$ cat src/prctl_defines.svh
`ifndef PRCTL_DEFINES_SVH
`define PRCTL_DEFINES_SVH

// ----------------------------------------------------------------------
// Register word indices on the Wishbone slave, compared with address bits 3:2
// ----------------------------------------------------------------------
`define PRCTL_ADR_CONFIG     2'h0
`define PRCTL_ADR_STATUS     2'h1
`define PRCTL_ADR_PATTERN    2'h2
`define PRCTL_ADR_OPEN       2'h3

// ----------------------------------------------------------------------
// Register fields and reset values
// ----------------------------------------------------------------------
`define PRCTL_RL_RESET       5'h0b
`define PRCTL_RL_MIN         5'h02
`define PRCTL_ST_CONFLICT    8

// ----------------------------------------------------------------------
// Mode register selection and address fields of mode-set, read and precharge commands
// ----------------------------------------------------------------------
`define PRCTL_MR_BURST       3'h0
`define PRCTL_MR_PATTERN     3'h3
`define PRCTL_MR_PREAMBLE    3'h4
`define PRCTL_A_PAT_EN       2
`define PRCTL_A_WR_PRE       12
`define PRCTL_A_RD_PRE       11
`define PRCTL_A_TRAIN        10
`define PRCTL_A_CHOP         12
`define PRCTL_A_ALL_BANKS    10
`define PRCTL_PAGE0          2'h0
`define PRCTL_BURST_OTF      2'h1
`define PRCTL_BURST_CHOP     2'h2

// ----------------------------------------------------------------------
// Timing
// ----------------------------------------------------------------------
`define PRCTL_CLK_NS         20
`define PRCTL_SDO_EXTRA_NS   9
`define PRCTL_SDO_EXTRA_CYC  ((`PRCTL_SDO_EXTRA_NS / `PRCTL_CLK_NS) > 0 ? (`PRCTL_SDO_EXTRA_NS / `PRCTL_CLK_NS) : 1)

`endif

$ cat src/prctl_pkg.sv
package prctl_pkg;

   // ----------------------------------------------------------------------
   // Command kinds decoded by the controller side.
   // ----------------------------------------------------------------------
   typedef enum logic [2:0] {
      CMD_NOP,
      CMD_MODE_SET,
      CMD_ACTIVATE,
      CMD_READ,
      CMD_WRITE,
      CMD_PRECHARGE,
      CMD_REFRESH
   } prctl_kind_t;

   // One command as sampled on a clock edge.
   typedef struct packed {
      prctl_kind_t kind;
      logic [1:0]  bg;
      logic [1:0]  ba;
      logic [16:0] addr;
   } prctl_cmd_t;

   // Data and strobe pins, each with its own output enable.
   typedef struct packed {
      logic [7:0] dq;
      logic       dq_oe;
      logic       strobe_t;
      logic       strobe_c;
      logic       strobe_oe;
   } prctl_pins_t;

   // Read burst engine states.
   typedef enum logic [1:0] {
      RD_IDLE,
      RD_WAIT,
      RD_DATA,
      RD_POST
   } prctl_rd_state_t;

endpackage

$ cat src/prctl_bank_row.sv
`timescale 1ns/1ps
`default_nettype none

// ----------------------------------------------------------------------
// Open-row tracker of one bank
// ----------------------------------------------------------------------
module prctl_bank_row #(
   parameter int ROW_W = 15
) (
   // Clock and reset
   input  wire logic             clk,
   input  wire logic             rst_n,
   // Commands aimed at this bank
   input  wire logic             act,
   input  wire logic             pre,
   input  wire logic [ROW_W-1:0] row,
   // State
   output logic                  is_open,
   output logic [ROW_W-1:0]      open_row,
   output logic                  conflict
);
   import prctl_pkg::*;

   // An activate to a bank that is still open would lose the open row, so it is refused and flagged.
   assign conflict = act & is_open;

   // Precharge closes the row; an activate opens one only on a closed bank.
   always_ff @(posedge clk or negedge rst_n) begin
      if (!rst_n) begin
         is_open  <= 1'b0;
         open_row <= '0;
      end else if (pre) begin
         is_open <= 1'b0;
      end else if (act && !is_open) begin
         is_open  <= 1'b1;
         open_row <= row;
      end
   end
endmodule

`default_nettype wire

$ cat src/prctl_core.sv
// Added by the designer: the Wishbone slave port and the placing of the registers.
`timescale 1ns/1ps
`default_nettype none
`include "prctl_defines.svh"

module prctl_core #(
   parameter int MODE_UPDATE_CYC = 24,
   parameter int ROW_W           = 15
) (
   // Clock and reset
   input  wire logic                  CLOCK,
   input  wire logic                  RST_N,
   // Wishbone slave
   input  wire logic                  WB_CYC_I,
   input  wire logic                  WB_STB_I,
   input  wire logic                  WB_WE_I,
   input  wire logic [3:0]            WB_ADR_I,
   input  wire logic [3:0]            WB_SEL_I,
   input  wire logic [31:0]           WB_DAT_I,
   output logic      [31:0]           WB_DAT_O,
   output logic                       WB_ACK_O,
   // Command side from the memory controller
   input  wire prctl_pkg::prctl_cmd_t CMD,
   // Data and strobe pins
   output prctl_pkg::prctl_pins_t     PINS
);
   import prctl_pkg::*;

   // ----------------------------------------------------------------------
   // State
   // ----------------------------------------------------------------------
   logic            pat_en_r;    // Pattern access mode enabled.
   logic [1:0]      page_r;      // Selected pattern page.
   logic [1:0]      burst_r;     // Burst field of the burst config register.
   logic            wr_pre2_r;   // Two-clock write preamble.
   logic            rd_pre2_r;   // Two-clock read preamble.
   logic            train_r;     // Read preamble training active.
   logic [7:0]      loc_r [4];   // Page-0 pattern locations.
   logic [4:0]      rl_r;        // Read latency in clocks, set by software.
   logic            conflict_r;  // Sticky: activate hit an open bank.
   logic            ack_r;       // Bus answer.
   logic [31:0]     dat_r;       // Bus read data.
   prctl_rd_state_t rd_state;    // Read burst engine state.
   logic [4:0]      cnt_r;       // Latency countdown.
   logic [2:0]      ui_r;        // Unit interval within the burst.
   logic            chop_r;      // Current burst is chopped.
   logic [1:0]      sel_r;       // Location read by the current burst.
   prctl_pins_t     pins_r;      // Registered pin drive.
   prctl_pins_t     pins_nxt;    // Next pin drive.

   // ----------------------------------------------------------------------
   // Command decode
   // ----------------------------------------------------------------------
   wire [2:0] mr_sel    = {CMD.bg[0], CMD.ba};
   wire       is_mrs    = CMD.kind == CMD_MODE_SET;
   wire       mrs_burst = is_mrs && mr_sel == `PRCTL_MR_BURST;
   wire       mrs_pat   = is_mrs && mr_sel == `PRCTL_MR_PATTERN;
   wire       mrs_pre   = is_mrs && mr_sel == `PRCTL_MR_PREAMBLE;
   wire       is_act    = CMD.kind == CMD_ACTIVATE;
   wire       is_pre    = CMD.kind == CMD_PRECHARGE;
   wire [3:0] bank_idx  = {CMD.bg, CMD.ba};
   // Writes to pages other than zero are dropped silently.
   wire       pat_wr    = CMD.kind == CMD_WRITE && pat_en_r && page_r == `PRCTL_PAGE0;
   // A read is taken only while the burst engine is idle; overlapping reads are not queued.
   wire       pat_rd    = CMD.kind == CMD_READ && pat_en_r && page_r == `PRCTL_PAGE0 && rd_state == RD_IDLE;
   // Address 12 low picks a chopped burst only when the burst field says on the fly.
   wire       rd_chop   = burst_r == `PRCTL_BURST_CHOP ||
                          (burst_r == `PRCTL_BURST_OTF && !CMD.addr[`PRCTL_A_CHOP]);
   wire [4:0] pre_len   = rd_pre2_r ? 5'h02 : 5'h01;
   wire [4:0] rl_load   = rl_r - 5'h01;
   wire [7:0] rd_byte   = loc_r[sel_r];
   wire       ui_bit    = rd_byte[ui_r]; // Bit of the unit interval now on the way out.

   // ----------------------------------------------------------------------
   // Bank row trackers
   // ----------------------------------------------------------------------
   logic [15:0] bank_open;
   logic [15:0] bank_conf;

   for (genvar i = 0; i < 16; i++) begin : g_bank
      wire this_bank = bank_idx == 4'(i);
      prctl_bank_row #(.ROW_W(ROW_W)) u_row (
         .clk      (CLOCK),
         .rst_n    (RST_N),
         .act      (is_act && this_bank),
         .pre      (is_pre && (this_bank || CMD.addr[`PRCTL_A_ALL_BANKS])),
         .row      (CMD.addr[ROW_W-1:0]),
         .is_open  (bank_open[i]),
         .open_row (),
         .conflict (bank_conf[i])
      );
   end

   // ----------------------------------------------------------------------
   // Mode registers
   // ----------------------------------------------------------------------
   // Mode-set commands load the mode fields; training is held off outside pattern mode.
   always_ff @(posedge CLOCK or negedge RST_N) begin
      if (!RST_N) begin
         pat_en_r  <= 1'b0;
         page_r    <= 2'h0;
         burst_r   <= 2'h0;
         wr_pre2_r <= 1'b0;
         rd_pre2_r <= 1'b0;
         train_r   <= 1'b0;
      end else begin
         if (mrs_burst) begin
            burst_r <= CMD.addr[1:0];
         end
         if (mrs_pat) begin
            pat_en_r <= CMD.addr[`PRCTL_A_PAT_EN];
            page_r   <= CMD.addr[1:0];
         end
         if (mrs_pre) begin
            wr_pre2_r <= CMD.addr[`PRCTL_A_WR_PRE];
            rd_pre2_r <= CMD.addr[`PRCTL_A_RD_PRE];
            train_r   <= CMD.addr[`PRCTL_A_TRAIN] && pat_en_r;
         end else if (mrs_pat && !CMD.addr[`PRCTL_A_PAT_EN]) begin
            train_r <= 1'b0;
         end
      end
   end

   // ----------------------------------------------------------------------
   // Pattern locations
   // ----------------------------------------------------------------------
   // The bank-select bits pick the location and address 7:0 land as UI 7:0.
   // Address 10 and the group bits are not looked at.
   always_ff @(posedge CLOCK or negedge RST_N) begin
      if (!RST_N) begin
         for (int k = 0; k < 4; k++) begin
            loc_r[k] <= 8'h00;
         end
      end else if (pat_wr) begin
         loc_r[CMD.ba] <= CMD.addr[7:0];
      end
   end

   // ----------------------------------------------------------------------
   // Read burst engine
   // ----------------------------------------------------------------------
   // Counts the read latency, then walks eight unit intervals, then one postamble slot.
   always_ff @(posedge CLOCK or negedge RST_N) begin
      if (!RST_N) begin
         rd_state <= RD_IDLE;
         cnt_r    <= 5'h00;
         ui_r     <= 3'h0;
         chop_r   <= 1'b0;
         sel_r    <= 2'h0;
      end else begin
         case (rd_state)
            RD_IDLE: begin
               if (pat_rd) begin
                  rd_state <= RD_WAIT;
                  cnt_r    <= rl_load;
                  chop_r   <= rd_chop;
                  sel_r    <= CMD.ba;
               end
            end
            RD_WAIT: begin
               if (cnt_r <= 5'h01) begin
                  rd_state <= RD_DATA;
                  ui_r     <= 3'h0;
               end else begin
                  cnt_r <= cnt_r - 5'h01;
               end
            end
            RD_DATA: begin
               ui_r <= ui_r + 3'h1;
               if (ui_r == 3'h7) begin
                  rd_state <= RD_POST;
               end
            end
            RD_POST: begin
               rd_state <= RD_IDLE;
            end
            default: begin
               rd_state <= RD_IDLE;
            end
         endcase
      end
   end

   // ----------------------------------------------------------------------
   // Pin drive
   // ----------------------------------------------------------------------
   // Pins are registered so that no decode glitch reaches the data lines.
   always_comb begin
      pins_nxt = '0;
      case (rd_state)
         RD_WAIT: begin
            if (cnt_r <= pre_len) begin
               pins_nxt.strobe_oe = 1'b1;
               pins_nxt.strobe_c  = 1'b1;
            end else if (train_r) begin
               pins_nxt.strobe_oe = 1'b1;
               pins_nxt.strobe_c  = 1'b1;
               pins_nxt.dq        = 8'hff;
               pins_nxt.dq_oe     = 1'b1;
            end
         end
         RD_DATA: begin
            pins_nxt.strobe_oe = 1'b1;
            pins_nxt.strobe_t  = ~ui_r[0];
            pins_nxt.strobe_c  = ui_r[0];
            if (!(chop_r && ui_r[2])) begin
               pins_nxt.dq    = {8{rd_byte[ui_r]}};
               pins_nxt.dq_oe = 1'b1;
            end
         end
         RD_POST: begin
            // One slot of strobe low whatever the preamble length.
            pins_nxt.strobe_oe = 1'b1;
            pins_nxt.strobe_c  = 1'b1;
         end
         default: begin
            if (train_r) begin
               pins_nxt.strobe_oe = 1'b1;
               pins_nxt.strobe_c  = 1'b1;
               pins_nxt.dq        = 8'hff;
               pins_nxt.dq_oe     = 1'b1;
            end
         end
      endcase
   end

   always_ff @(posedge CLOCK or negedge RST_N) begin
      if (!RST_N) begin
         pins_r <= '0;
      end else begin
         pins_r <= pins_nxt;
      end
   end

   assign PINS = pins_r;

   // ----------------------------------------------------------------------
   // Wishbone slave
   // ----------------------------------------------------------------------
   wire        wb_req   = WB_CYC_I && WB_STB_I;
   wire        wb_wr    = wb_req && WB_WE_I && ack_r;
   wire [1:0]  wb_reg   = WB_ADR_I[3:2];
   wire        wr_cfg   = wb_wr && wb_reg == `PRCTL_ADR_CONFIG && WB_SEL_I[0];
   wire        clr_conf = wb_wr && wb_reg == `PRCTL_ADR_STATUS && WB_SEL_I[1] &&
                          WB_DAT_I[`PRCTL_ST_CONFLICT];
   wire [31:0] st_word  = {22'h0, rd_state != RD_IDLE, conflict_r, burst_r, train_r,
                           rd_pre2_r, wr_pre2_r, page_r, pat_en_r};
   wire [31:0] rd_word  = wb_reg == `PRCTL_ADR_CONFIG  ? {27'h0, rl_r} :
                          wb_reg == `PRCTL_ADR_STATUS  ? st_word :
                          wb_reg == `PRCTL_ADR_PATTERN ? {loc_r[3], loc_r[2], loc_r[1], loc_r[0]} :
                                                         {16'h0, bank_open};
   wire [4:0]  rl_wr    = WB_DAT_I[4:0] < `PRCTL_RL_MIN ? `PRCTL_RL_MIN : WB_DAT_I[4:0];

   // Answer one cycle after the request; the write lands on the acknowledging edge.
   always_ff @(posedge CLOCK or negedge RST_N) begin
      if (!RST_N) begin
         ack_r <= 1'b0;
         dat_r <= 32'h0;
      end else begin
         ack_r <= wb_req && !ack_r;
         dat_r <= rd_word;
      end
   end

   assign WB_ACK_O = ack_r;
   assign WB_DAT_O = dat_r;

   // Software registers; a new conflict wins over a clear in the same cycle.
   always_ff @(posedge CLOCK or negedge RST_N) begin
      if (!RST_N) begin
         rl_r       <= `PRCTL_RL_RESET;
         conflict_r <= 1'b0;
      end else begin
         if (wr_cfg) begin
            rl_r <= rl_wr;
         end
         conflict_r <= (|bank_conf) || (conflict_r && !clr_conf);
      end
   end

   // ----------------------------------------------------------------------
   // Assertions
   // ----------------------------------------------------------------------
   localparam int SDO_CYC = MODE_UPDATE_CYC + `PRCTL_SDO_EXTRA_CYC;
   logic [7:0] sdo_cnt_r; // Cycles since training was requested without strobes.

   always_ff @(posedge CLOCK or negedge RST_N) begin
      if (!RST_N) begin
         sdo_cnt_r <= 8'h00;
      end else if (train_r && !PINS.strobe_oe) begin
         sdo_cnt_r <= sdo_cnt_r + 8'h01;
      end else begin
         sdo_cnt_r <= 8'h00;
      end
   end
endmodule

`default_nettype wire

$ cat config.mk
export PLATFORM = sky130hd
export DESIGN_NAME = prctl_core
export DESIGN_NICKNAME = d
export VERILOG_FILES = /design/src/prctl_pkg.sv /design/src/prctl_bank_row.sv /design/src/prctl_core.sv
export VERILOG_INCLUDE_DIRS = /design/src
export SDC_FILE = /design/constraint.sdc
export NUM_CORES = 1
export LEC_CHECK = 0
export BUFFER_PORTS_ARGS = -buffer_cell sky130_fd_sc_hd__buf_4
export CAP_MARGIN = 5
export CORE_MARGIN = 2
export CORE_UTILIZATION = 46
export CTS_BUF_LIST = sky130_fd_sc_hd__clkbuf_8
export CTS_CLUSTER_SIZE = 30
export DETAILED_ROUTE_END_ITERATION = 6
export PLACE_DENSITY = 0.78
export SYNTH_ARGS = -nofsm -noshare
export SYNTH_HDL_FRONTEND = slang
export SYNTH_SLANG_ARGS = --single-unit
$ cat constraint.sdc
create_clock -name CLOCK -period 4.1 [get_ports CLOCK]
set_input_delay 0.205 -clock CLOCK [delete_from_list [all_inputs] [get_ports CLOCK]]
set_output_delay 0.205 -clock CLOCK [all_outputs]
set_load 0.01 [all_outputs]
# ---- After elaboration in Yosys (flattened, before gate mapping)
# Index checks and enable logic that the tools add are counted.
dict set report totals {
  ramBits 0
  out_inout_bits 45
  register_bits 120
  latch_bits 0
  n_memories 0
  mem_bits_ro 0
}
dict set report classes {
  shifts 0
  n_eq_ne 34
  n_reduce_logical 139
  mul 0
  magnitude_cmp 7
  n_addsub 3
  muxes 64
  bitwise 19
  div_mod_pow 0
}
# operator count
set op_table {}
lappend op_table {{32-bit two-way mux} 3}
lappend op_table {{1-bit logical AND} 71}
lappend op_table {{2-bit nonzero test} 20}
lappend op_table {{1-bit two-way mux} 36}
lappend op_table {{32-bit bitwise mux} 1}
lappend op_table {{4-bit == test, second input constant} 8}
lappend op_table {{9-bit two-way mux} 3}
lappend op_table {{9-bit case mux with 3 select lines} 1}
lappend op_table {{8-bit two-way mux} 3}
lappend op_table {{1-bit logical NOT} 20}
lappend op_table {{1-bit logical OR} 18}
lappend op_table {{1-bit AND} 16}
lappend op_table {{8-bit binary-select mux with 2-bit select} 1}
lappend op_table {{8-bit demux with 2-bit select} 1}
lappend op_table {{4-bit by 3-bit == test with 1-bit output, second input constant} 4}
lappend op_table {{16-bit OR reduction} 1}
lappend op_table {{5-bit two-way mux} 3}
lappend op_table {{3-bit == test, second input constant} 4}
lappend op_table {{2-bit two-way mux} 6}
lappend op_table {{5-bit case mux with 2 select lines} 1}
lappend op_table {{5-bit by 1-bit subtractor with 5-bit output, second input constant} 2}
lappend op_table {{3-bit by 2-bit == test with 1-bit output, second input constant} 3}
lappend op_table {{2-bit == test, second input constant} 4}
lappend op_table {{4-bit by 2-bit == test with 1-bit output, second input constant} 2}
lappend op_table {{23 further kinds} 34}

# ---- Longest topological paths before layout
# Gate-level depths: netlist (run 1).
dict set report logic_depth {
  depth_word 9
  ltp_mapped 8
}

# ---- Hierarchy
# Synthesis (run 1) repeated with hierarchy kept, for this count alone.
dict set report unflattened {
  hier_cells 1004
  area_unflattened_um2 14755.4
}
# module instances cells_per_inst area_each_um2
set by_module_without_submodules {}
lappend by_module_without_submodules {prctl_bank_row 16 36 618.1}
lappend by_module_without_submodules {prctl_core 1 428 4865.9}

# ---- Worst setup path after synthesis (run 1)
# Ideal clock, no wire load.
dict set report synth_path {
  kind {register to register}
  startpoint {register page_r[1]}
  endpoint {register loc_r[29] (netlist bit)}
  slack_ns 2.211
  required_ns 3.972
  stages_incl_launch_ff 5
  arrival_time_ns 1.762
  setup_ns 0.128
  period_less_slack_ns 1.889
  n_path_buf 0
  path_cell_list {dfrtp_1 -> or3b_2 -> nor4b_4 -> nand2_2 -> mux2_1}
}
dict set report synth_between {
  elab_chain_cells 2
}
# item line_no
set synth_lines {}
lappend synth_lines {{start, declared} prctl_core.sv:33} ;# logic [1:0] page_r;
lappend synth_lines {{start signal, assigned} prctl_core.sv:112} ;# page_r <= CMD.addr[1:0];
lappend synth_lines {{2-bit logical NOT (no source line)} n/a}
lappend synth_lines {{1-bit logical AND (no source line)} n/a}
lappend synth_lines {{end signal, assigned by index} prctl_core.sv:135} ;# loc_r[CMD.ba] <= CMD.addr[7:0];
lappend synth_lines {{end, declared} prctl_core.sv:38} ;# logic [7:0] loc_r [4];
# No other way between the ends.
# A chain may end at the register's enable or synchronous reset.

# ---- Final worst setup path (run 1)
dict set report layout_path {
  startpoint {register page_r[0]}
  endpoint {register cnt_r[4]}
}
dict set report layout_between {
  elab_chain_cells 5
}
# item line_no
set layout_lines {}
lappend layout_lines {{2-bit logical NOT (no source line)} n/a}
lappend layout_lines {{1-bit logical AND (no source line)} n/a}
lappend layout_lines {{1-bit logical AND} prctl_core.sv:65} ;# wire pat_rd = CMD.kind == CMD_READ && pat_en_r && page_r == `PRCTL_PAGE0 && rd_state == RD_IDLE;
lappend layout_lines {{2-bit inequality test (no source line)} n/a}
lappend layout_lines {{3-bit AND reduction (no source line)} n/a}
lappend layout_lines {{end signal, assigned} prctl_core.sv:155} ;# cnt_r <= rl_load;
lappend layout_lines {{end signal, assigned} prctl_core.sv:165} ;# cnt_r <= cnt_r - 5'h01;
lappend layout_lines {{end, declared} prctl_core.sv:44} ;# logic [4:0] cnt_r;
# No other way between the ends.

==> results.md, run 1 <==
- The fraction of synthesis flops using an asynchronous set or reset pin is 100%.
- The largest area contributor in the synthesized netlist is dfrtp_1.
- Before antenna repair, the detailed router went through 5 iterations.
- The top cell type by area accounts for 50.7% of the synthesized area.
- The critical path endpoint category is a register.
- Setup total negative slack on the finished layout was measured at 0 ns.
- The path class of the tightest hold or removal check is input port to register.
- Detailed routing inserted a total of 3,921 vias.
- The tree is rooted in a clkbuf_8.
- The largest driver fanout on the critical path is 11.
- The top cell types in the final layout, fill and taps aside, are dfrtp_1, buf_4, mux2_2.
- The count of endpoints failing hold in the final timing report is 0.
- Counting flops and latches in the post-synthesis netlist gives 113.
- The synthesized area is 5430 um^2.
- The global-route total usage across every layer is 21.0%.
- The final layout contains 616 nets.
- The post-detailed-route via-to-cell ratio is 5.68.
- The distinct cell type count after synthesis is 54.
- Routability-driven placement finished with a final weighted congestion of 0.902.
- The number of antenna violations at the first check in global routing was 0.
- After detailed routing, the number of remaining DRC violations is 0.
- The cell count after synthesis is 464.
- Max-cap violations in this run came to 0.
- The remaining max-slew budget at the tightest pin is 17.3%.
- In this run the remaining antenna-violating nets after routing total 0.
- For this design, the sink count on the clock tree is 113.
- After clock tree synthesis, the clock-pin slew on the worst setup and hold paths is 0.07 ns.
- After layout, the design draws a total of 3230 uW.
- The placeable core region is 11,500 um^2.
- The share of the Yosys chip area taken by registers is 52.2%.
- The critical path arrival is 2.53 ns.
- The routed design has 12,700 um of wire.
- The type of the worst setup path is register to register.
- In this run, the number of DRC markers left after iteration 0 of detailed routing was 301.
- The maximum vdd ir drop is 0.000272 V.
- Buffers inserted during clock tree synthesis total 17.
- The die covers 12,700 um^2.
- The minimum clock period is 2.26 ns.
- TritonCTS built the clock tree.
- For this design the top-level I/O count stands at 114.
- The clock passes through at most 2 buffers.
- In the finished design, the share of the clock period the worst path needs comes to 55.1%.
- The quantity of gates resized following cts is 0.
- The number of global-route vias before repair is 3,959.
- The synthesis warning total is 0.
- For the worst-skew pair, the clock arrives at the later sink with an insertion delay of 0.42 ns.
- The most common flop cell mapped by yosys is dfrtp_1.
- The buffer count from post-CTS setup fixing is 0.
- From left edge to right edge, the die measures 113 um.
- Entering global routing, the biggest net connects 83 pins.
- The hold buffer count at CTS is 3.
- The largest clock skew in the final design is 0.00789 ns.
- The first-pass GRT wire length is 20,700 um.
- The worst endpoint required time is 4.37 ns.
- At the pin with the least slew margin, the transition time is 1.22 ns.
- STA classifies the critical path startpoint as a register.
- After floorplanning, the core was divided into 39 placement rows.
- The layout cell share with drive strength beyond 1 is 32.5%.
- For this run, the top clock speed supported by timing is 0.443 GHz.
- The number of nets produced by synthesis is 544.
- The leakage power is 0.00309 uW.
- The library cell used most frequently in the layout, excluding fill and tap cells, is dfrtp_1.
- The placed wire-length estimate is 9140 um.
- The setup-violating endpoint count in the final report is 0.
- Setup repair after global routing left no endpoint under its margin.
- In the final routed layout, each cell accounts on average for 18.4 um.
- The number of pins with negative max-slew slack in the final report is 0.
- By area the synthesized netlist is led by dfrtp_1, mux2_2, o21ai_0, mux4_2, mux2i_1.
- In this run the tool buffered the top-level ports with 77 buffer cells.
- The number of diodes added for antenna fixing is 0.
- Once the floorplan was initialized, standard cells occupied 47.3% of the core.
- The total power divided by cell area is 502 nW/um^2.
- The flow ran to the end, and the final reports show no timing, DRC or antenna violations.
- The mean instance size in the synthesized netlist is 11.7 um^2.
- The H-tree generated during clock tree synthesis spans 4 levels.
- Summed over all layers, the global routing overflow is 0.
- The die boundary height is 113 um.
- Relative to the synthesized area, the layout overhead comes to 18.3%.
- The number of synthesized flops with an enable pin is 0.
## routing by layer
layer	routed length, um	GRT usage, %	vias to the layer above
met5	0	0	-
li1	-	-	1805
met4	211	7.15	0
met1	5550	28.0	1976
met3	590	5.40	16
met2	6330	33.5	124
## stage by stage
| stage | cells | instance area, um^2 | setup slack, ns | hold WS (ns) | utilization, % |
|---|---|---|---|---|---|
| 6_report | 690 | 6420 | 1.84 | 0.0285 | 56.0 |
| 3_5_place_dp | 656 | 6050 | 1.93 | 0.447 | 52.8 |
| 3_3_place_gp | 656 | 6050 | 2.00 | 0.433 | 52.8 |
| 2_1_floorplan | 464 | 5430 | 2.21 | -0.0906 | - |
| 5_1_grt | 690 | 6420 | 1.77 | 0.00293 | 56.0 |
| 4_1_cts | 689 | 6410 | 1.91 | 0.00202 | 55.9 |
## path summary, 6_finish.rpt
check / startpoint / endpoint / slack [ns] / depth (start not counted)
worst max-delay path: page_r[0] / cnt_r[4] / 1.84 / 5
worst min-delay path: CMD[11] / rd_pre2_r / 0.03 / 2
worst max register to register: page_r[0] / cnt_r[4] / 1.84 / 5
worst min register to register: WB_ACK_O / WB_ACK_O / 0.46 / 1
max in group asynchronous: RST_N / WB_DAT_O[28] / 2.63 / 3
min in group asynchronous: RST_N / g_bank[1].u_row.is_open / 0.49 / 2
## final cells by class
type	instances	area, um^2
clock buffers	21	289
clock inverters	9	42.5
fillers	950	5040
inverters	14	52.6
multi-input cells	308	2400
flip-flops and latches	113	2830
well taps	143	179
repair buffers	82	626
## state kept, by name, summed over array words and instances, names as in the netlist
| name | cells |
|---|---|
| WB_DAT_O | 32 |
| loc_r | 32 |
| g_bank.u_row.is_open | 16 |
| PINS | 5 |
| cnt_r | 5 |
| rl_r | 5 |
| ui_r | 3 |
| burst_r | 2 |
| page_r | 2 |
| rd_state | 2 |
| sel_r | 2 |
| WB_ACK_O | 1 |
| chop_r | 1 |
| conflict_r | 1 |
| pat_en_r | 1 |
| rd_pre2_r | 1 |
| train_r | 1 |
| wr_pre2_r | 1 |
## cells by family after synthesis
logic type | after synthesis | share of synthesized area (%)
xor+xnor | 3 | 0.484
simple gates | 116 | 12.2
buf+inv | 43 | 3.55
compound gates | 101 | 11.1
fa+ha+maj | 11 | 2.54
flops | 113 | 52.2
mux | 77 | 18.0
## critical path, cell delays in order, from the launching register on
cell and delay [ns]:
dfrtp_1 0.41, or3b_2 0.51, o21ai_0 0.42, nand3b_1 0.38, o21ai_0 0.29, a221oi_1 0.10
## synthesized netlist by cell type (2+ instances only)
cell / number
o22a_1: 4
nand2_2: 4
nor2_1: 9
nor2b_1: 19
inv_1: 14
a31oi_1: 2
o211ai_1: 3
nand4_1: 2
and3_1: 2
dfrtp_1: 110
o21ai_0: 49
nand3_1: 6
xor2_1: 2
nor3_1: 4
mux2i_1: 14
a32o_1: 3
a22o_1: 5
mux2_2: 50
nand2b_1: 5
buf_2: 4
ha_1: 11
mux2_1: 2
a2bb2oi_1: 2
dfstp_2: 3
or3_1: 2
nand2_1: 28
and2_1: 17
clkbuf_1: 17
buf_4: 7
and3b_1: 3
a21oi_1: 24
mux4_2: 10
nor3b_1: 2
nand3b_1: 5
## power breakdown
group	internal [uW]	leakage, uW	switching [uW]	total, uW
Clock	462	0.000189	413	875
Combinational	436	0.00139	442	878
Sequential	1290	0.00151	179	1470
No activity file was read; power rests on OpenSTA's default activity.
==> inputs of run 2 (changes only) <==
==> constraint.sdc (replaced) <==
create_clock -name CLOCK -period 2.24 [get_ports CLOCK]
set_input_delay 0.112 -clock CLOCK [delete_from_list [all_inputs] [get_ports CLOCK]]
set_output_delay 0.112 -clock CLOCK [all_outputs]
set_load 0.01 [all_outputs]
==> results.md, run 2 (same netlist as run 1, synthesis figures left out) <==
- The worst reg2reg path depth is 4 (-1).
- The number of inserted filler cells in the final layout is 906 (-4.6%).
- The net count of the finished layout was 638 (+3.6%).
- The largest individual stage delay along the critical path comes from the cell or3b_2.
- The number of pins with negative max-slew slack in the final report was 0 (unchanged).
- The largest clock skew in the final design was 0.00944 ns (+0.00155 ns).
- The width of the chip came to 113 um (unchanged).
- The maximum number of buffers from clock root to sink is 2 (unchanged).
- The total detailed-routing wirelength is 13,200 um (+4.1%).
- The number of standard-cell rows in the floorplan is 39 (unchanged).
- The post-CTS clock slew at the launch and capture registers of the worst setup and hold paths is 0.06 ns (about the same).
- The aggregate negative setup slack is 0 ns (unchanged).
- The leakage power is 0.00324 uW (+5.0%).
- The H-tree depth is 4 (unchanged).
- The count of endpoints failing hold in the final timing report is 0 (unchanged).
- The largest driver fanout on the critical path is 8 (-3).
- The total number of vias is 4,059 (+3.5%).
- In the layout the commonest cells are dfrtp_1, buf_4, mux2_2.
- The number of I/O pins came to 114 (unchanged).
- The startpoint class of the critical path is a register.
- The minimum clock period came to 2.14 ns (-0.117 ns).
- The slew at the pin closest to its max-slew limit is 0.628 ns (-0.596 ns).
- The total area of sequential cells is 2830 um^2 (unchanged).
- The setup-violating endpoint count in the final report is 0 (unchanged).
- The overall power of the completed layout is 6670 uW (+110%).
- The floorplan die area is 12,700 um^2 (unchanged).
- The number of global-route vias before repair is 4,248 (+7.3%).
- The remaining max-slew budget at the tightest pin was 58.0% (+41 points).
- Setup repair after global routing left no endpoint under its margin.
- The layout cell share with drive strength beyond 1 is 32.7% (+0.21 points).
- The overall overflow remaining after global route is 0 (unchanged).
- The type of the worst setup path is register to register.
- The clock sink count was 113 (unchanged).
- The type of the worst min-delay path is input port to register.
- The maximum vdd ir drop was 0.000545 V (+100%).
- The area growth from synthesis to layout is 25.1%.
- The global placement routability congestion came to 0.929 (+3.0%).
- The number of diodes added for antenna fixing is 0 (unchanged).
- The die boundary height is 113 um (unchanged).
- The effective utilization at floorplan is 47.3% (unchanged).
- The pin count of the biggest net entering global routing is 49 (-41%).
- The final non-filler cell total is 714 (+3.5%).
- Leaving out fill and tap cells, the most frequent cell in the layout is dfrtp_1.
- The count of input and output buffers is 77 (unchanged).
- The cell count of the worst hold path came to 3 (+1).
- The first-pass GRT wire length is 21,900 um (+6.0%).
- The critical path goes through or3b_2 > nor4b_4 > nand2_2 > mux2_2.
- The number of cells in the design after placement is 660 (+0.61%).
- The remaining design rule violation count is 0 (unchanged).
- The clock insertion delay at the later pin of the skew report is 0.43 ns (about the same).
- The worst endpoint required time was 2.55 ns (-1.82 ns).
- The routed length per placed instance is 18.5 um (+0.65%).
- The number of nets still failing antenna checks after routing was 0 (unchanged).
- The run finished with clean final reports.
- The highest cell delay on the worst timing path is 0.54 ns (+0.03 ns).
- The critical path endpoint category is a register.
- The global-route total usage across every layer is 22.3% (+1.3 points).
- The placed wire-length estimate is 9110 um (-0.26%).
- The TritonCTS clock tree is done.
- The total power divided by cell area came to 982 nW/um^2 (+96%).
- The post-detailed-route via-to-cell ratio is 5.68 (about the same).
- The first-iteration detailed-routing DRC count is 237 (-21%).
- The number of antenna violations at the first check in global routing is 0 (unchanged).
- The clock buffer count from CTS is 17 (unchanged).
- The maximum achievable frequency is 0.467 GHz (+5.5%).
- The first-pass iteration count of the detailed router is 4 (-1).
- The share of the cycle needed by the critical path after routing is 95.6% (+41 points).
- The area occupied by multi-input gates is 2400 um^2 (unchanged).
- The placeable core region is 11,500 um^2 (unchanged).
- The tree is rooted in a clkbuf_8.
- The max-capacitance violation count was 0 (unchanged).
- The critical path arrival is 2.45 ns (-0.08 ns).
run 2: cell types whose count changed in the layout (fill, tap and decap cells not counted):
cell	before	now
clkbuf_8	21	22
bufinv_16	0	5
clkinv_2	7	2
o21ai_0	49	48
clkinvlp_4	0	2
buf_12	0	1
buf_4	78	83
inv_1	16	15
dlygate4sd3_1	4	20
o21ai_1	0	1
run 2: critical path: cells and delay by family (launching register included):
kind / cells / cell delay [ns]
AND/OR/NAND/NOR: 3 / 1.29
multiplexers: 1 / 0.34
flip-flops: 1 / 0.39
run 2: metal layers:
metal	part of all wire, %	global-route usage [%]	up-vias	wire length [um]
met5	0	0	-	0
met4	2.5	8.62	0	329
li1	-	-	1862	-
met1	41	29.0	2032	5440
met3	6.0	5.56	29	798
met2	50	36.1	136	6640
run 2: cell type report:
type	instances	share of cell area, %
flip-flops and latches	113	41.7
clock buffers	22	4.46
well taps	143	2.63
clock inverters	10	2.63
multi-input cells	308	35.4
inverters	14	0.774
repair buffers	104	12.4
run 2: metrics by stage:
step                hold WS (ns)  instance area [um^2]  worst slack (ns)  utilization, %
finish                    0.0435                  6790            0.0992            59.2
global route              0.0457                  6790            0.0241            59.2
CTS                       0.0189                  6790             0.112            59.2
detailed placement         0.151                  6100          0.000565            53.2
global placement           0.143                  6100             0.170            53.2
floorplan                 -0.184                  5430             0.351               -
run 2: path summary, 6_finish.rpt:
path | startpoint | end | slack, ns
worst max-delay path | page_r[1] | loc_r[14] | 0.1
worst min-delay path | CMD[10] | train_r | 0.04
worst max register to register | page_r[1] | loc_r[14] | 0.1
worst min register to register | WB_ACK_O | WB_ACK_O | 0.50
max in group asynchronous | RST_N | loc_r[12] | 1.28
min in group asynchronous | RST_N | g_bank[1].u_row.is_open | 0.21
run 2: where the power goes:
group / switching [uW] / internal, uW
combinational: 833 / 861
clock: 813 / 1470
sequential: 330 / 2370
total: 1980 / 4700
run 2: repair_timing:
action,in CTS,in global routing
setup endpoints to repair,1,1
endpoints found under the hold margin,85,0
buffers inserted,2,0
hold buffers,20,0
pin swaps,1,0
gates resized for setup,0,1
==> inputs of run 3 (changes only) <==
--- a/config.mk
+++ b/config.mk
@@ -14,6 +14,7 @@
 export CTS_CLUSTER_SIZE = 30
 export DETAILED_ROUTE_END_ITERATION = 6
 export PLACE_DENSITY = 0.78
+export SETUP_SLACK_MARGIN = 0.2
 export SYNTH_ARGS = -nofsm -noshare
 export SYNTH_HDL_FRONTEND = slang
 export SYNTH_SLANG_ARGS = --single-unit
==> results.md, run 3 (same netlist as run 1, synthesis figures left out) <==
- The net count of the finished layout is 639 (+0.16%).
- The number of pins with negative max-slew slack in the final report was 0 (unchanged).
- Leaving out fill and tap cells, the most frequent cell in the layout is dfrtp_1.
- The number of diodes added for antenna fixing is 0 (unchanged).
- The slowest cell on the critical path is or3b_2.
- The effective utilization at floorplan is 47.3% (unchanged).
- The worst slack at placement is 0.000565 ns (unchanged).
- The number of cells in the design after placement is 660 (unchanged).
- The fraction of power consumed by combinational cells was 25.5% (about the same).
- The final non-filler cell total is 715 (+0.14%).
- The post-synthesis to final-layout area growth is 25.4%.
- The total internal power is 4700 uW (+0.13%).
- The largest clock skew in the final design came to 0.00638 ns (-0.00306 ns).
- The slew at the pin closest to its max-slew limit is 0.624 ns (-0.00370 ns).
- The aggregate negative setup slack came to 0 ns (unchanged).
- The remaining max-slew budget at the tightest pin was 58.3% (+0.25 points).
- The setup slack of the critical path after layout is 0.218 ns (+0.119 ns).
- The global-route total usage across every layer is 22.3% (+0.035 points).
- The proportion of total power due to net switching came to 29.5% (-0.095 points).
- The width of the chip is 113 um (unchanged).
- TritonCTS built the clock tree.
- The startpoint identified for the worst register-to-register timing path is page_r[1].
- The global placement routability congestion came to 0.929 (unchanged).
- The number of antenna violations at the first check in global routing came to 0 (unchanged).
- The flow ran to the end, and the final reports show no timing, DRC or antenna violations.
- The setup-violating endpoint count in the final report is 0 (unchanged).
- The startpoint identified for the worst hold timing path is CMD[10].
- The remaining design rule violation count is 0 (unchanged).
- The first-pass iteration count of the detailed router came to 4 (unchanged).
- The layout cell share with drive strength beyond 1 is 33.6% (+0.82 points).
- The minimum clock period is 2.02 ns (-0.119 ns).
- The highest cell delay on the worst timing path was 0.54 ns (about the same).
- The share of the cycle needed by the critical path after routing was 90.3% (-5.3 points).
- The die boundary height is 113 um (unchanged).
- The sequential power share is 40.4% (about the same).
- The first-pass GRT wire length is 22,000 um (+0.12%).
- The maximum vdd ir drop is 0.000553 V (+1.4%).
- The critical path goes through or3b_2 > nor4b_4 > buf_4 > nand2_2 > mux2_1.
- The post-detailed-route via-to-cell ratio is 5.67 (-0.29%).
- The placed wire-length estimate was 9110 um (unchanged).
- The total number of vias is 4,053 (-0.15%).
- The post-layout utilization of the core is 59.4% (+0.14 points).
- The critical path endpoint category is a register.
- The setup path with the least slack is of type register to register.
- The pin count of the biggest net entering global routing is 49 (unchanged).
- The number of nets still failing antenna checks after routing is 0 (unchanged).
- The overall power of the completed layout is 6670 uW (about the same).
- The tightest min-delay check is of the input port to register type.
- The routed length per placed instance is 18.4 um (-0.58%).
- The maximum achievable frequency is 0.495 GHz (+5.9%).
- The total power divided by cell area is 980 nW/um^2 (-0.24%).
- The number of standard-cell rows in the floorplan is 39 (unchanged).
- The launch point of the worst path is page_r[1].
- The switching power total is 1970 uW (-0.32%).
- The number of I/O pins was 114 (unchanged).
- Leaving out fill and tap cells, the most frequent cells in the layout are dfrtp_1, buf_4, mux2_2.
- The worst setup path is launched from a register.
- The clock power share came to 34.1% (about the same).
- The max-capacitance violation count is 0 (unchanged).
- The count of input and output buffers came to 77 (unchanged).
- The clock insertion delay at the later pin of the skew report came to 0.43 ns (about the same).
- The count of endpoints failing hold in the final timing report is 0 (unchanged).
- The leakage power is 0.00325 uW (about the same).
- The number of inserted filler cells in the final layout is 904 (-0.22%).
- The clock sink count came to 113 (unchanged).
- The H-tree depth is 4 (unchanged).
- The critical path arrival was 2.34 ns (-0.11 ns).
- CTS placed an instance of clkbuf_8 at the clock tree root.
- The clock buffer count from CTS was 17 (unchanged).
- The maximum number of buffers from clock root to sink is 2 (unchanged).
- The placeable core region was 11,500 um^2 (unchanged).
- The area occupied by multi-input gates is 2410 um^2 (+0.26%).
- The worst endpoint required time was 2.55 ns (about the same).
- The largest driver fanout on the critical path is 8 (unchanged).
- The first-iteration detailed-routing DRC count is 215 (-9.3%).
- The post-CTS clock slew at the launch and capture registers of the worst setup and hold paths was 0.07 ns (about the same).
- The total area of sequential cells is 2830 um^2 (about the same).
- Setup repair after global routing could not meet its margin everywhere.
- The overall overflow remaining after global route is 0 (unchanged).
- The number of global-route vias before repair is 4,256 (+0.19%).
- The floorplan die area is 12,700 um^2 (unchanged).
- The total detailed-routing wirelength is 13,200 um (-0.44%).
==> run 3: changes by cell type in the layout (fill, tap and decap cells not counted), sizes merged <==
cell / previous run / this run
buf: 84 / 85
==> run 3: worst paths after layout <==
path	depth (start not counted)	slack, ns	end
min in group asynchronous	2	0.21	g_bank[2].u_row.is_open
hold reg to reg	1	0.50	WB_ACK_O
hold / removal	3	0.04	train_r
setup / recovery	5	0.22	loc_r[29]
max in group asynchronous	3	1.27	loc_r[12]
setup reg to reg	5	0.22	loc_r[29]
==> run 3: layer usage <==
| layer | GRT usage [%] | vias up | share of wire, % |
|---|---|---|---|
| met5 | 0 | - | 0 |
| met4 | 8.62 | 0 | 2.5 |
| met3 | 5.56 | 30 | 6.5 |
| met2 | 36.2 | 140 | 50 |
| met1 | 29.0 | 2022 | 41 |
| li1 | - | 1861 | - |
==> run 3: worst max-delay path, delay by kind of cell, from the launching register on <==
kind | cells | cell delay [ns]
multiplexers | 1 | 0.38
AND/OR/NAND/NOR | 3 | 0.93
buffers and inverters | 1 | 0.19
flip-flops | 1 | 0.39
==> run 3: metrics by stage <==
step	hold WS [ns]	cell area [um^2]
CTS	0.0189	6800
finish	0.0444	6810
detailed placement	0.151	6100
floorplan	-0.184	5430
global placement	0.143	6100
global route	0.0458	6810
==> run 3: what timing repair did <==
action                                  CTS  global route
resized for setup                         1             4
hold buffers                             20             0
pin swaps                                 2             0
endpoints found under the setup margin   38            21
buffers inserted                          3             0
gates cloned                              0             0
endpoints found under the hold margin    85             0
==> run 3: final cells by class <==
class                           instances  share of cell area (%)
Sequential cell                       113                    41.6
Timing Repair Buffer                  105                    12.5
Multi-Input combinational cell        308                    35.4
Clock buffer                           22                    4.45
Clock inverter                         10                    2.63
Inverter                               14                   0.772
Tap cell                              143                    2.63
==> run 3: power groups by stage <==
stage	sequential [uW]	combinational [uW]	clock, uW
6_report	2700	1700	2270
5_1_grt	2750	1890	2410
4_1_cts	2700	1690	2320
3_5_place_dp	2730	1600	0
3_3_place_gp	2710	1530	0
2_1_floorplan	2620	1170	0
